[src/design/pmd_consts.vh]
`ifndef PMD_CONSTS_VH
`define PMD_CONSTS_VH

// Register byte offsets
`define PMD_OFS_DIS1 8'h00
`define PMD_OFS_DIS2 8'h04
`define PMD_OFS_DIS3 8'h08
`define PMD_OFS_DIS4 8'h0C
`define PMD_OFS_DIS5 8'h10
`define PMD_OFS_DIS6 8'h14

// All peripherals enabled after reset
`define PMD_RST_VAL 32'h0000_0000

// Bits that carry a peripheral in each register
`define PMD_MASK1 32'h0000_1101
`define PMD_MASK2 32'h0000_0007
`define PMD_MASK3 32'h001F_001F
`define PMD_MASK4 32'h0000_001F
`define PMD_MASK5 32'h1103_0F1F
`define PMD_MASK6 32'h0001_0003

// Register 1 fields
`define PMD_ADC_BIT      0
`define PMD_CHARGE_BIT   8
`define PMD_CMPREF_BIT   12
// Register 2 fields: comparators 1..3 from this base
`define PMD_CMP_BASE     0
// Register 3 fields: capture 1..5 and compare 1..5 from these bases
`define PMD_CAP_BASE     0
`define PMD_OCMP_BASE    16
// Register 4 fields: timers 1..5 from this base
`define PMD_TMR_BASE     0
// Register 5 fields
`define PMD_SER_BASE     0
`define PMD_SSER_BASE    8
`define PMD_TWI_BASE     16
`define PMD_USB_BIT      24
`define PMD_CAN_BIT      28
// Register 6 fields
`define PMD_CAL_BIT      0
`define PMD_REFO_BIT     1
`define PMD_PAR_BIT      16

`endif

[src/design/pmd_top.v]
// Contract
// - Setting a disable bit stops all clocks to that peripheral.
// - A disabled peripheral's registers ignore writes and read invalid.
// - Cleared bit re-enables the peripheral; cleared is the reset default.
// - Register 1: ADC bit 0, charge timer bit 8, comparator reference bit 12.
// - Register 2: comparators 1, 2, 3 at bits 0, 1, 2.
// - Register 3: capture 1-5 at bits 0-4, compare 1-5 at 16-20.
// - Register 4: timers 1-5 at bits 0-4.
// - Register 5: serial, sync serial, two-wire, USB 24, CAN 28.
// - Register 6: calendar clock 0, reference clock out 1, parallel port 16.
`timescale 1ns/1ps
`include "pmd_consts.vh"

module pmd_top #(
	parameter [31:0] PRESENT1 = 32'hFFFF_FFFF,
	parameter [31:0] PRESENT2 = 32'hFFFF_FFFF,
	parameter [31:0] PRESENT3 = 32'hFFFF_FFFF,
	parameter [31:0] PRESENT4 = 32'hFFFF_FFFF,
	parameter [31:0] PRESENT5 = 32'hFFFF_FFFF,
	parameter [31:0] PRESENT6 = 32'hFFFF_FFFF
) (
	input  wire        mclk,
	input  wire        nrst,
	input  wire        psel,
	input  wire        penable,
	input  wire        pwrite,
	input  wire [7:0]  paddr,
	input  wire [31:0] pwdata,
	input  wire [3:0]  pstrb,
	output wire [31:0] prdata,
	output wire        pready,
	output wire        pslverr,
	output wire        adc_off,
	output wire        charge_timer_off,
	output wire        cmp_ref_off,
	output wire [2:0]  comparator_off,
	output wire [4:0]  capture_off,
	output wire [4:0]  compare_off,
	output wire [4:0]  timer_off,
	output wire [4:0]  serial_off,
	output wire [3:0]  sync_serial_off,
	output wire [1:0]  twowire_off,
	output wire        usb_block_off,
	output wire        canbus_block_off,
	output wire        calendar_clock_off,
	output wire        ref_clock_out_off,
	output wire        parallel_port_off
);

	localparam [31:0] WMASK1 = `PMD_MASK1 & PRESENT1;
	localparam [31:0] WMASK2 = `PMD_MASK2 & PRESENT2;
	localparam [31:0] WMASK3 = `PMD_MASK3 & PRESENT3;
	localparam [31:0] WMASK4 = `PMD_MASK4 & PRESENT4;
	localparam [31:0] WMASK5 = `PMD_MASK5 & PRESENT5;
	localparam [31:0] WMASK6 = `PMD_MASK6 & PRESENT6;

	wire [31:0] dis1_ff;
	wire [31:0] dis2_ff;
	wire [31:0] dis3_ff;
	wire [31:0] dis4_ff;
	wire [31:0] dis5_ff;
	wire [31:0] dis6_ff;
	wire        hit1;
	wire        hit2;
	wire        hit3;
	wire        hit4;
	wire        hit5;
	wire        hit6;
	reg  [31:0] prdata_ff;
	reg         pready_ff;
	reg         pslverr_ff;
	reg  [31:0] nxt_prdata;
	reg         nxt_pslverr;
	wire        setup_phase;
	wire        wr_take;
	wire [31:0] byte_mask;

	assign setup_phase = psel & ~penable;
	// Writes land only at the access edge, so a held request cannot write twice
	assign wr_take = psel & penable & pready_ff & pwrite;
	// A lane whose strobe is low keeps its old bits
	assign byte_mask = {{8{pstrb[3]}}, {8{pstrb[2]}}, {8{pstrb[1]}}, {8{pstrb[0]}}};

	// Answer is prepared in the setup cycle so the access phase never waits
	always @* begin
		nxt_prdata = 32'h0000_0000;
		// Unmapped offsets answer with an error and read as zero
		nxt_pslverr = ~(hit1 | hit2 | hit3 | hit4 | hit5 | hit6);
		if (hit1) begin
			nxt_prdata = dis1_ff;
		end
		if (hit2) begin
			nxt_prdata = dis2_ff;
		end
		if (hit3) begin
			nxt_prdata = dis3_ff;
		end
		if (hit4) begin
			nxt_prdata = dis4_ff;
		end
		if (hit5) begin
			nxt_prdata = dis5_ff;
		end
		if (hit6) begin
			nxt_prdata = dis6_ff;
		end
	end

	always @(posedge mclk or negedge nrst) begin
		if (!nrst) begin
			pready_ff <= 1'b0;
			pslverr_ff <= 1'b0;
			prdata_ff <= 32'h0000_0000;
		end else begin
			pready_ff <= setup_phase;
			pslverr_ff <= setup_phase & nxt_pslverr;
			if (setup_phase && !pwrite) begin
				prdata_ff <= nxt_prdata;
			end else begin
				prdata_ff <= 32'h0000_0000;
			end
		end
	end

	// Each register decodes its own offset; the read mux and the error
	// response are built from the six hits.
	// Disable register 1
	pmd_dis_reg #(
		.ADDR  (`PMD_OFS_DIS1),
		.IMPL  (WMASK1),
		.RESET (`PMD_RST_VAL)
	) pmd_dis_reg_1_i (
		.mclk      (mclk),
		.nrst      (nrst),
		.wr_take   (wr_take),
		.paddr     (paddr),
		.pwdata    (pwdata),
		.byte_mask (byte_mask),
		.hit       (hit1),
		.value     (dis1_ff)
	);

	// Disable register 2
	pmd_dis_reg #(
		.ADDR  (`PMD_OFS_DIS2),
		.IMPL  (WMASK2),
		.RESET (`PMD_RST_VAL)
	) pmd_dis_reg_2_i (
		.mclk      (mclk),
		.nrst      (nrst),
		.wr_take   (wr_take),
		.paddr     (paddr),
		.pwdata    (pwdata),
		.byte_mask (byte_mask),
		.hit       (hit2),
		.value     (dis2_ff)
	);

	// Disable register 3
	pmd_dis_reg #(
		.ADDR  (`PMD_OFS_DIS3),
		.IMPL  (WMASK3),
		.RESET (`PMD_RST_VAL)
	) pmd_dis_reg_3_i (
		.mclk      (mclk),
		.nrst      (nrst),
		.wr_take   (wr_take),
		.paddr     (paddr),
		.pwdata    (pwdata),
		.byte_mask (byte_mask),
		.hit       (hit3),
		.value     (dis3_ff)
	);

	// Disable register 4
	pmd_dis_reg #(
		.ADDR  (`PMD_OFS_DIS4),
		.IMPL  (WMASK4),
		.RESET (`PMD_RST_VAL)
	) pmd_dis_reg_4_i (
		.mclk      (mclk),
		.nrst      (nrst),
		.wr_take   (wr_take),
		.paddr     (paddr),
		.pwdata    (pwdata),
		.byte_mask (byte_mask),
		.hit       (hit4),
		.value     (dis4_ff)
	);

	// Disable register 5
	pmd_dis_reg #(
		.ADDR  (`PMD_OFS_DIS5),
		.IMPL  (WMASK5),
		.RESET (`PMD_RST_VAL)
	) pmd_dis_reg_5_i (
		.mclk      (mclk),
		.nrst      (nrst),
		.wr_take   (wr_take),
		.paddr     (paddr),
		.pwdata    (pwdata),
		.byte_mask (byte_mask),
		.hit       (hit5),
		.value     (dis5_ff)
	);

	// Disable register 6
	pmd_dis_reg #(
		.ADDR  (`PMD_OFS_DIS6),
		.IMPL  (WMASK6),
		.RESET (`PMD_RST_VAL)
	) pmd_dis_reg_6_i (
		.mclk      (mclk),
		.nrst      (nrst),
		.wr_take   (wr_take),
		.paddr     (paddr),
		.pwdata    (pwdata),
		.byte_mask (byte_mask),
		.hit       (hit6),
		.value     (dis6_ff)
	);

	assign prdata = prdata_ff;
	assign pready = pready_ff;
	assign pslverr = pslverr_ff;

	// Each off flag is both the clock-stop enable and the register-access
	// block of its peripheral; the peripheral must gate both on it.
	// Bare flop outputs, so no decode glitch can reach a clock gate
	// clock stop flags
	assign adc_off = dis1_ff[`PMD_ADC_BIT];
	assign charge_timer_off = dis1_ff[`PMD_CHARGE_BIT];
	assign cmp_ref_off = dis1_ff[`PMD_CMPREF_BIT];
	assign comparator_off = dis2_ff[`PMD_CMP_BASE +: 3];
	assign capture_off = dis3_ff[`PMD_CAP_BASE +: 5];
	assign compare_off = dis3_ff[`PMD_OCMP_BASE +: 5];
	assign timer_off = dis4_ff[`PMD_TMR_BASE +: 5];
	assign serial_off = dis5_ff[`PMD_SER_BASE +: 5];
	assign sync_serial_off = dis5_ff[`PMD_SSER_BASE +: 4];
	assign twowire_off = dis5_ff[`PMD_TWI_BASE +: 2];
	// USB busy state is not seen here; software must wait for idle first
	assign usb_block_off = dis5_ff[`PMD_USB_BIT];
	assign canbus_block_off = dis5_ff[`PMD_CAN_BIT];
	assign calendar_clock_off = dis6_ff[`PMD_CAL_BIT];
	assign ref_clock_out_off = dis6_ff[`PMD_REFO_BIT];
	assign parallel_port_off = dis6_ff[`PMD_PAR_BIT];

endmodule // pmd_top

// One disable register. Only bits set in IMPL can ever change, so a bit
// with no peripheral behind it keeps its reset value and reads zero.
module pmd_dis_reg #(
	parameter [7:0]  ADDR  = 8'h00,
	parameter [31:0] IMPL  = 32'h0000_0000,
	parameter [31:0] RESET = 32'h0000_0000
) (
	input  wire        mclk,
	input  wire        nrst,
	input  wire        wr_take,
	input  wire [7:0]  paddr,
	input  wire [31:0] pwdata,
	input  wire [31:0] byte_mask,
	output wire        hit,
	output wire [31:0] value
);

	reg  [31:0] value_ff;
	wire        wr_en;
	wire [31:0] wmask;
	wire [31:0] nxt_value;

	// Offset decode for this register only
	assign hit = (paddr == ADDR);
	// Needs both the access edge and a matching offset
	assign wr_en = wr_take & hit;

	assign wmask = byte_mask & IMPL;
	assign nxt_value = (value_ff & ~wmask) | (pwdata & wmask);

	always @(posedge mclk or negedge nrst) begin
		if (!nrst) begin
			value_ff <= RESET;
		end else if (wr_en) begin
			value_ff <= nxt_value;
		end
	end

	assign value = value_ff;

endmodule // pmd_dis_reg

[config.mk]
export PLATFORM = sky130hd
export DESIGN_NAME = pmd_top
export DESIGN_NICKNAME = d
export VERILOG_FILES = /design/src/design/pmd_top.v
export VERILOG_INCLUDE_DIRS = /design/src /design/src/design
export SDC_FILE = /design/constraint.sdc
export NUM_CORES = 1
export LEC_CHECK = 0
export ABC_AREA = 1
export BUFFER_PORTS_ARGS = -buffer_cell sky130_fd_sc_hd__buf_4
export CAP_MARGIN = 20
export CORE_MARGIN = 1
export CORE_UTILIZATION = 40
export DETAILED_ROUTE_END_ITERATION = 16
export GPL_TIMING_DRIVEN = 1
export HOLD_SLACK_MARGIN = 0.08
export PLACE_DENSITY = 0.8
export SETUP_SLACK_MARGIN = 0.15
export SLEW_MARGIN = 10
export SYNTH_ARGS = -nofsm -noshare
export SYNTH_HDL_FRONTEND = slang
export SYNTH_SLANG_ARGS = --single-unit
[constraint.sdc]
create_clock -name mclk -period 1.6 [get_ports mclk]
set_input_delay 0 -clock mclk [delete_from_list [all_inputs] [get_ports mclk]]
set_output_delay 0 -clock mclk [all_outputs]
set_load 0.03 [all_outputs]
==> impl_metrics.env <==
export IMPL_dp_cells=449
export IMPL_die_h_um=82.3
export IMPL_place_gp_congestion=0.818
export IMPL_end_kind="register"
export IMPL_worst_pin_slew_ps=715
export IMPL_final_cells=484
export IMPL_grt_antenna_before_repair=0
export IMPL_overflow=0
export IMPL_drtIter0Drc=163
export IMPL_ir_drop_mv=0.383
export IMPL_area_growth_syn_to_layout_pct=42.4
export IMPL_busiest_layer="met2"
export IMPL_cts_tree="yes"
export IMPL_ys_seq_area_share_pct=54.3
export IMPL_routed_wl_um=6470
export IMPL_ys_warn_count=0
export IMPL_clockBufferDepth=2
export IMPL_dr_pass1_iters=4
export IMPL_synthSimpleGateAreaFrac_pct=27.7
export IMPL_start_util_pct=42.6
export IMPL_hold_viol=0
export IMPL_wire_per_inst_um=13.4
export IMPL_fmax_ghz=0.735
export IMPL_leakagePower_nw=1.91
export IMPL_synthMuxAreaShare_pct=0
export IMPL_placed_area_um2=3290
export IMPL_synth_cells=285
export IMPL_ctsRootBufferMaster="clkbuf_8"
export IMPL_rows=28
export IMPL_grt_pass1_vias=2176
export IMPL_synth_xor_area_share_pct=0
export IMPL_drive_gt1_share_pct=31.8
export IMPL_htreeDepth=2
export IMPL_synth_seq_cells=56
export IMPL_die_w_um=82.3
export IMPL_cts_clk_slew_worst_paths_ps=110
export IMPL_layout_min_cycle_time_ps=1360
export IMPL_hold_path_depth=5
export IMPL_min_to="pslverr$_DFF_PN0_"
export IMPL_power_density_nw_per_um2=724
export IMPL_slew_viol_final=0
export IMPL_worstSetupPathType="primary input to register"
export IMPL_drc=0
export IMPL_r2r_slack_ps=250
export IMPL_use_met1_pct=25.3
export IMPL_crit_required_ps=1830
export IMPL_cts_sinks=56
export IMPL_synth_top_family_by_area="simple AND/OR/NAND/NOR gates"
export IMPL_postRouteAntennaNets=0
export IMPL_tns_ps=0
export IMPL_met3_usage_pct=2.42
export IMPL_slew_headroom_pct=52.3
export IMPL_dr_total_vias=2277
export IMPL_avgSynthCellArea_um2=9.06
export IMPL_die_area_um2=6780
export IMPL_finalInstanceArea_um2=3680
export IMPL_io_pins=120
export IMPL_cp_start_kind="primary input"
export IMPL_track_usage_pct=19.5
export IMPL_rsz0062_at_grt="false"
export IMPL_cap_violations=0
export IMPL_fin_nets=457
export IMPL_dp_hpwl_um=4600
export IMPL_grtUsageMet2_pct=33.0
export IMPL_grt_max_degree=57
export IMPL_portBuffers=89
export IMPL_r2r_cells=6
export IMPL_vias_per_cell=4.70
export IMPL_synthesis_area_um2=2580
export IMPL_r2r_start="pready$_DFF_PN0_"
export IMPL_status="finished, final reports clean"
export IMPL_finClkSkew_ps=13.3
export IMPL_power_total_w=0.00266
export IMPL_grt_pass1_wl_um=9780
export IMPL_hold_path_class="primary input to register"
export IMPL_synth_adder_area_share_pct=0
export IMPL_worstPathArrival_ps=1590
export IMPL_antenna_cells=0
export IMPL_clock_latency_ps=310
export IMPL_synth_compound_area_share_pct=9.16
export IMPL_core_area_um2=6060
export IMPL_finalCritPeriodShare_pct=85.1
export IMPL_path_max_fanout=5
export IMPL_hp_start="paddr[6]"
export IMPL_cts_buffers=5
export IMPL_setup_viol=0
export IMPL_ys_types=24
cells in the final DEF, fill, tap and decap left out:
| cell type | synthesis | routed |
|---|---|---|
| bufinv_16 | 0 | 1 |
| nand4_4 | 0 | 1 |
| o21ai_1 | 16 | 16 |
| nand2_4 | 2 | 2 |
| a31oi_1 | 1 | 1 |
| inv_1 | 25 | 25 |
| clkbuf_8 | 0 | 5 |
| inv_2 | 2 | 2 |
| clkinvlp_4 | 0 | 1 |
| dfrtp_1 | 56 | 56 |
| nor3_2 | 1 | 1 |
| nor3_1 | 2 | 2 |
| nand3_1 | 16 | 16 |
| nand2_2 | 9 | 9 |
| inv_6 | 0 | 1 |
| nand2_1 | 72 | 72 |
| conb_1 | 1 | 15 |
| buf_4 | 15 | 93 |
| a21oi_1 | 12 | 12 |
| nor2_1 | 15 | 15 |
| nor2_8 | 1 | 1 |
| nand3_4 | 1 | 1 |
| dlygate4sd3_1 | 0 | 25 |
| nand3_2 | 1 | 1 |
| nand3b_1 | 6 | 6 |
| nor2_4 | 7 | 7 |
| nor2_2 | 4 | 4 |
| o21ai_0 | 18 | 18 |
metal layers:
metal / part of all wire (%) / vias up
li1: - / 1134
met2: 50 / 89
met1: 43 / 1047
met5: 0 / -
met4: 1.1 / 0
met3: 6.0 / 7
cell usage after synthesis (all sizes together):
| cell | n | area share, % |
|---|---|---|
| nand2 | 83 | 14 |
| o21ai | 34 | 6.6 |
| nand4 | 1 | 0.48 |
| inv | 27 | 3.9 |
| conb | 1 | 0.15 |
| nand3b | 6 | 1.7 |
| nor2 | 27 | 7.0 |
| buf | 16 | 4.8 |
| nor3 | 3 | 0.78 |
| a31oi | 1 | 0.24 |
| a21oi | 12 | 2.3 |
| dfrtp | 56 | 54 |
| nand3 | 18 | 4.2 |
where the power goes:
group | switching [W] | internal, W | total [W]
clock network | 0.000486 | 0.000472 | 0.000958
logic | 0.000167 | 0.000112 | 0.000280
registers | 0.00000362 | 0.00142 | 0.00142
total | 0.000657 | 0.00200 | 0.00266
cell type report:
cell class	instances	area [µm²]
Tap cell	75	93.8
Timing Repair Buffer	118	948
Inverter	27	101
Clock buffer	5	68.8
Clock inverter	3	46.3
Fill cell	530	2380
Sequential cell	56	1400
Multi-Input combinational cell	200	1020
stage by stage:
stage	util, %	setup WS [ps]	hold slack (ps)
floorplan	-	184	-296
global placement	54.2	263	86.7
detailed placement	54.2	204	102
CTS	60.3	171	104
global route	60.7	168	119
finish	60.7	239	98.0
worst max-delay path, stage by stage:
cell,delay [ps]
dlygate4sd3_1,540
buf_4,150
nor2_1,140
nand2_1,180
nor2_2,270
o21ai_0,150
a21oi_1,170
logic make-up after synthesis:
family	count (synthesis)
AND/OR/NAND/NOR	138
AO/OA/AOI/OAI	47
buffers and inverters	43
flip-flops	56
other	1
worst max-delay path by stage:
| stage | start | to | slack [ps] | cells past startpoint |
|---|---|---|---|---|
| 2_1_floorplan | pready$_DFF_PN0_ | register | 180 | 5 |
| 3_3_place_gp | pready$_DFF_PN0_ | register | 260 | 5 |
| 3_5_place_dp | pready$_DFF_PN0_ | register | 200 | 5 |
| 4_1_cts | pready$_DFF_PN0_ | register | 170 | 4 |
| 5_1_grt | pready$_DFF_PN0_ | register | 170 | 5 |
| 6_report | penable | prdata[2]$_DFF_PN0_ | 240 | 7 |
repair_timing:
item                                    in CTS  in global routing
hold buffers                                25                  0
gates resized for setup                      0                  1
setup buffers                                0                  2
endpoints found under the setup margin       0                 12
endpoints found under the hold margin      101                  0
Note: power is estimated with default switching activity, not from simulation.
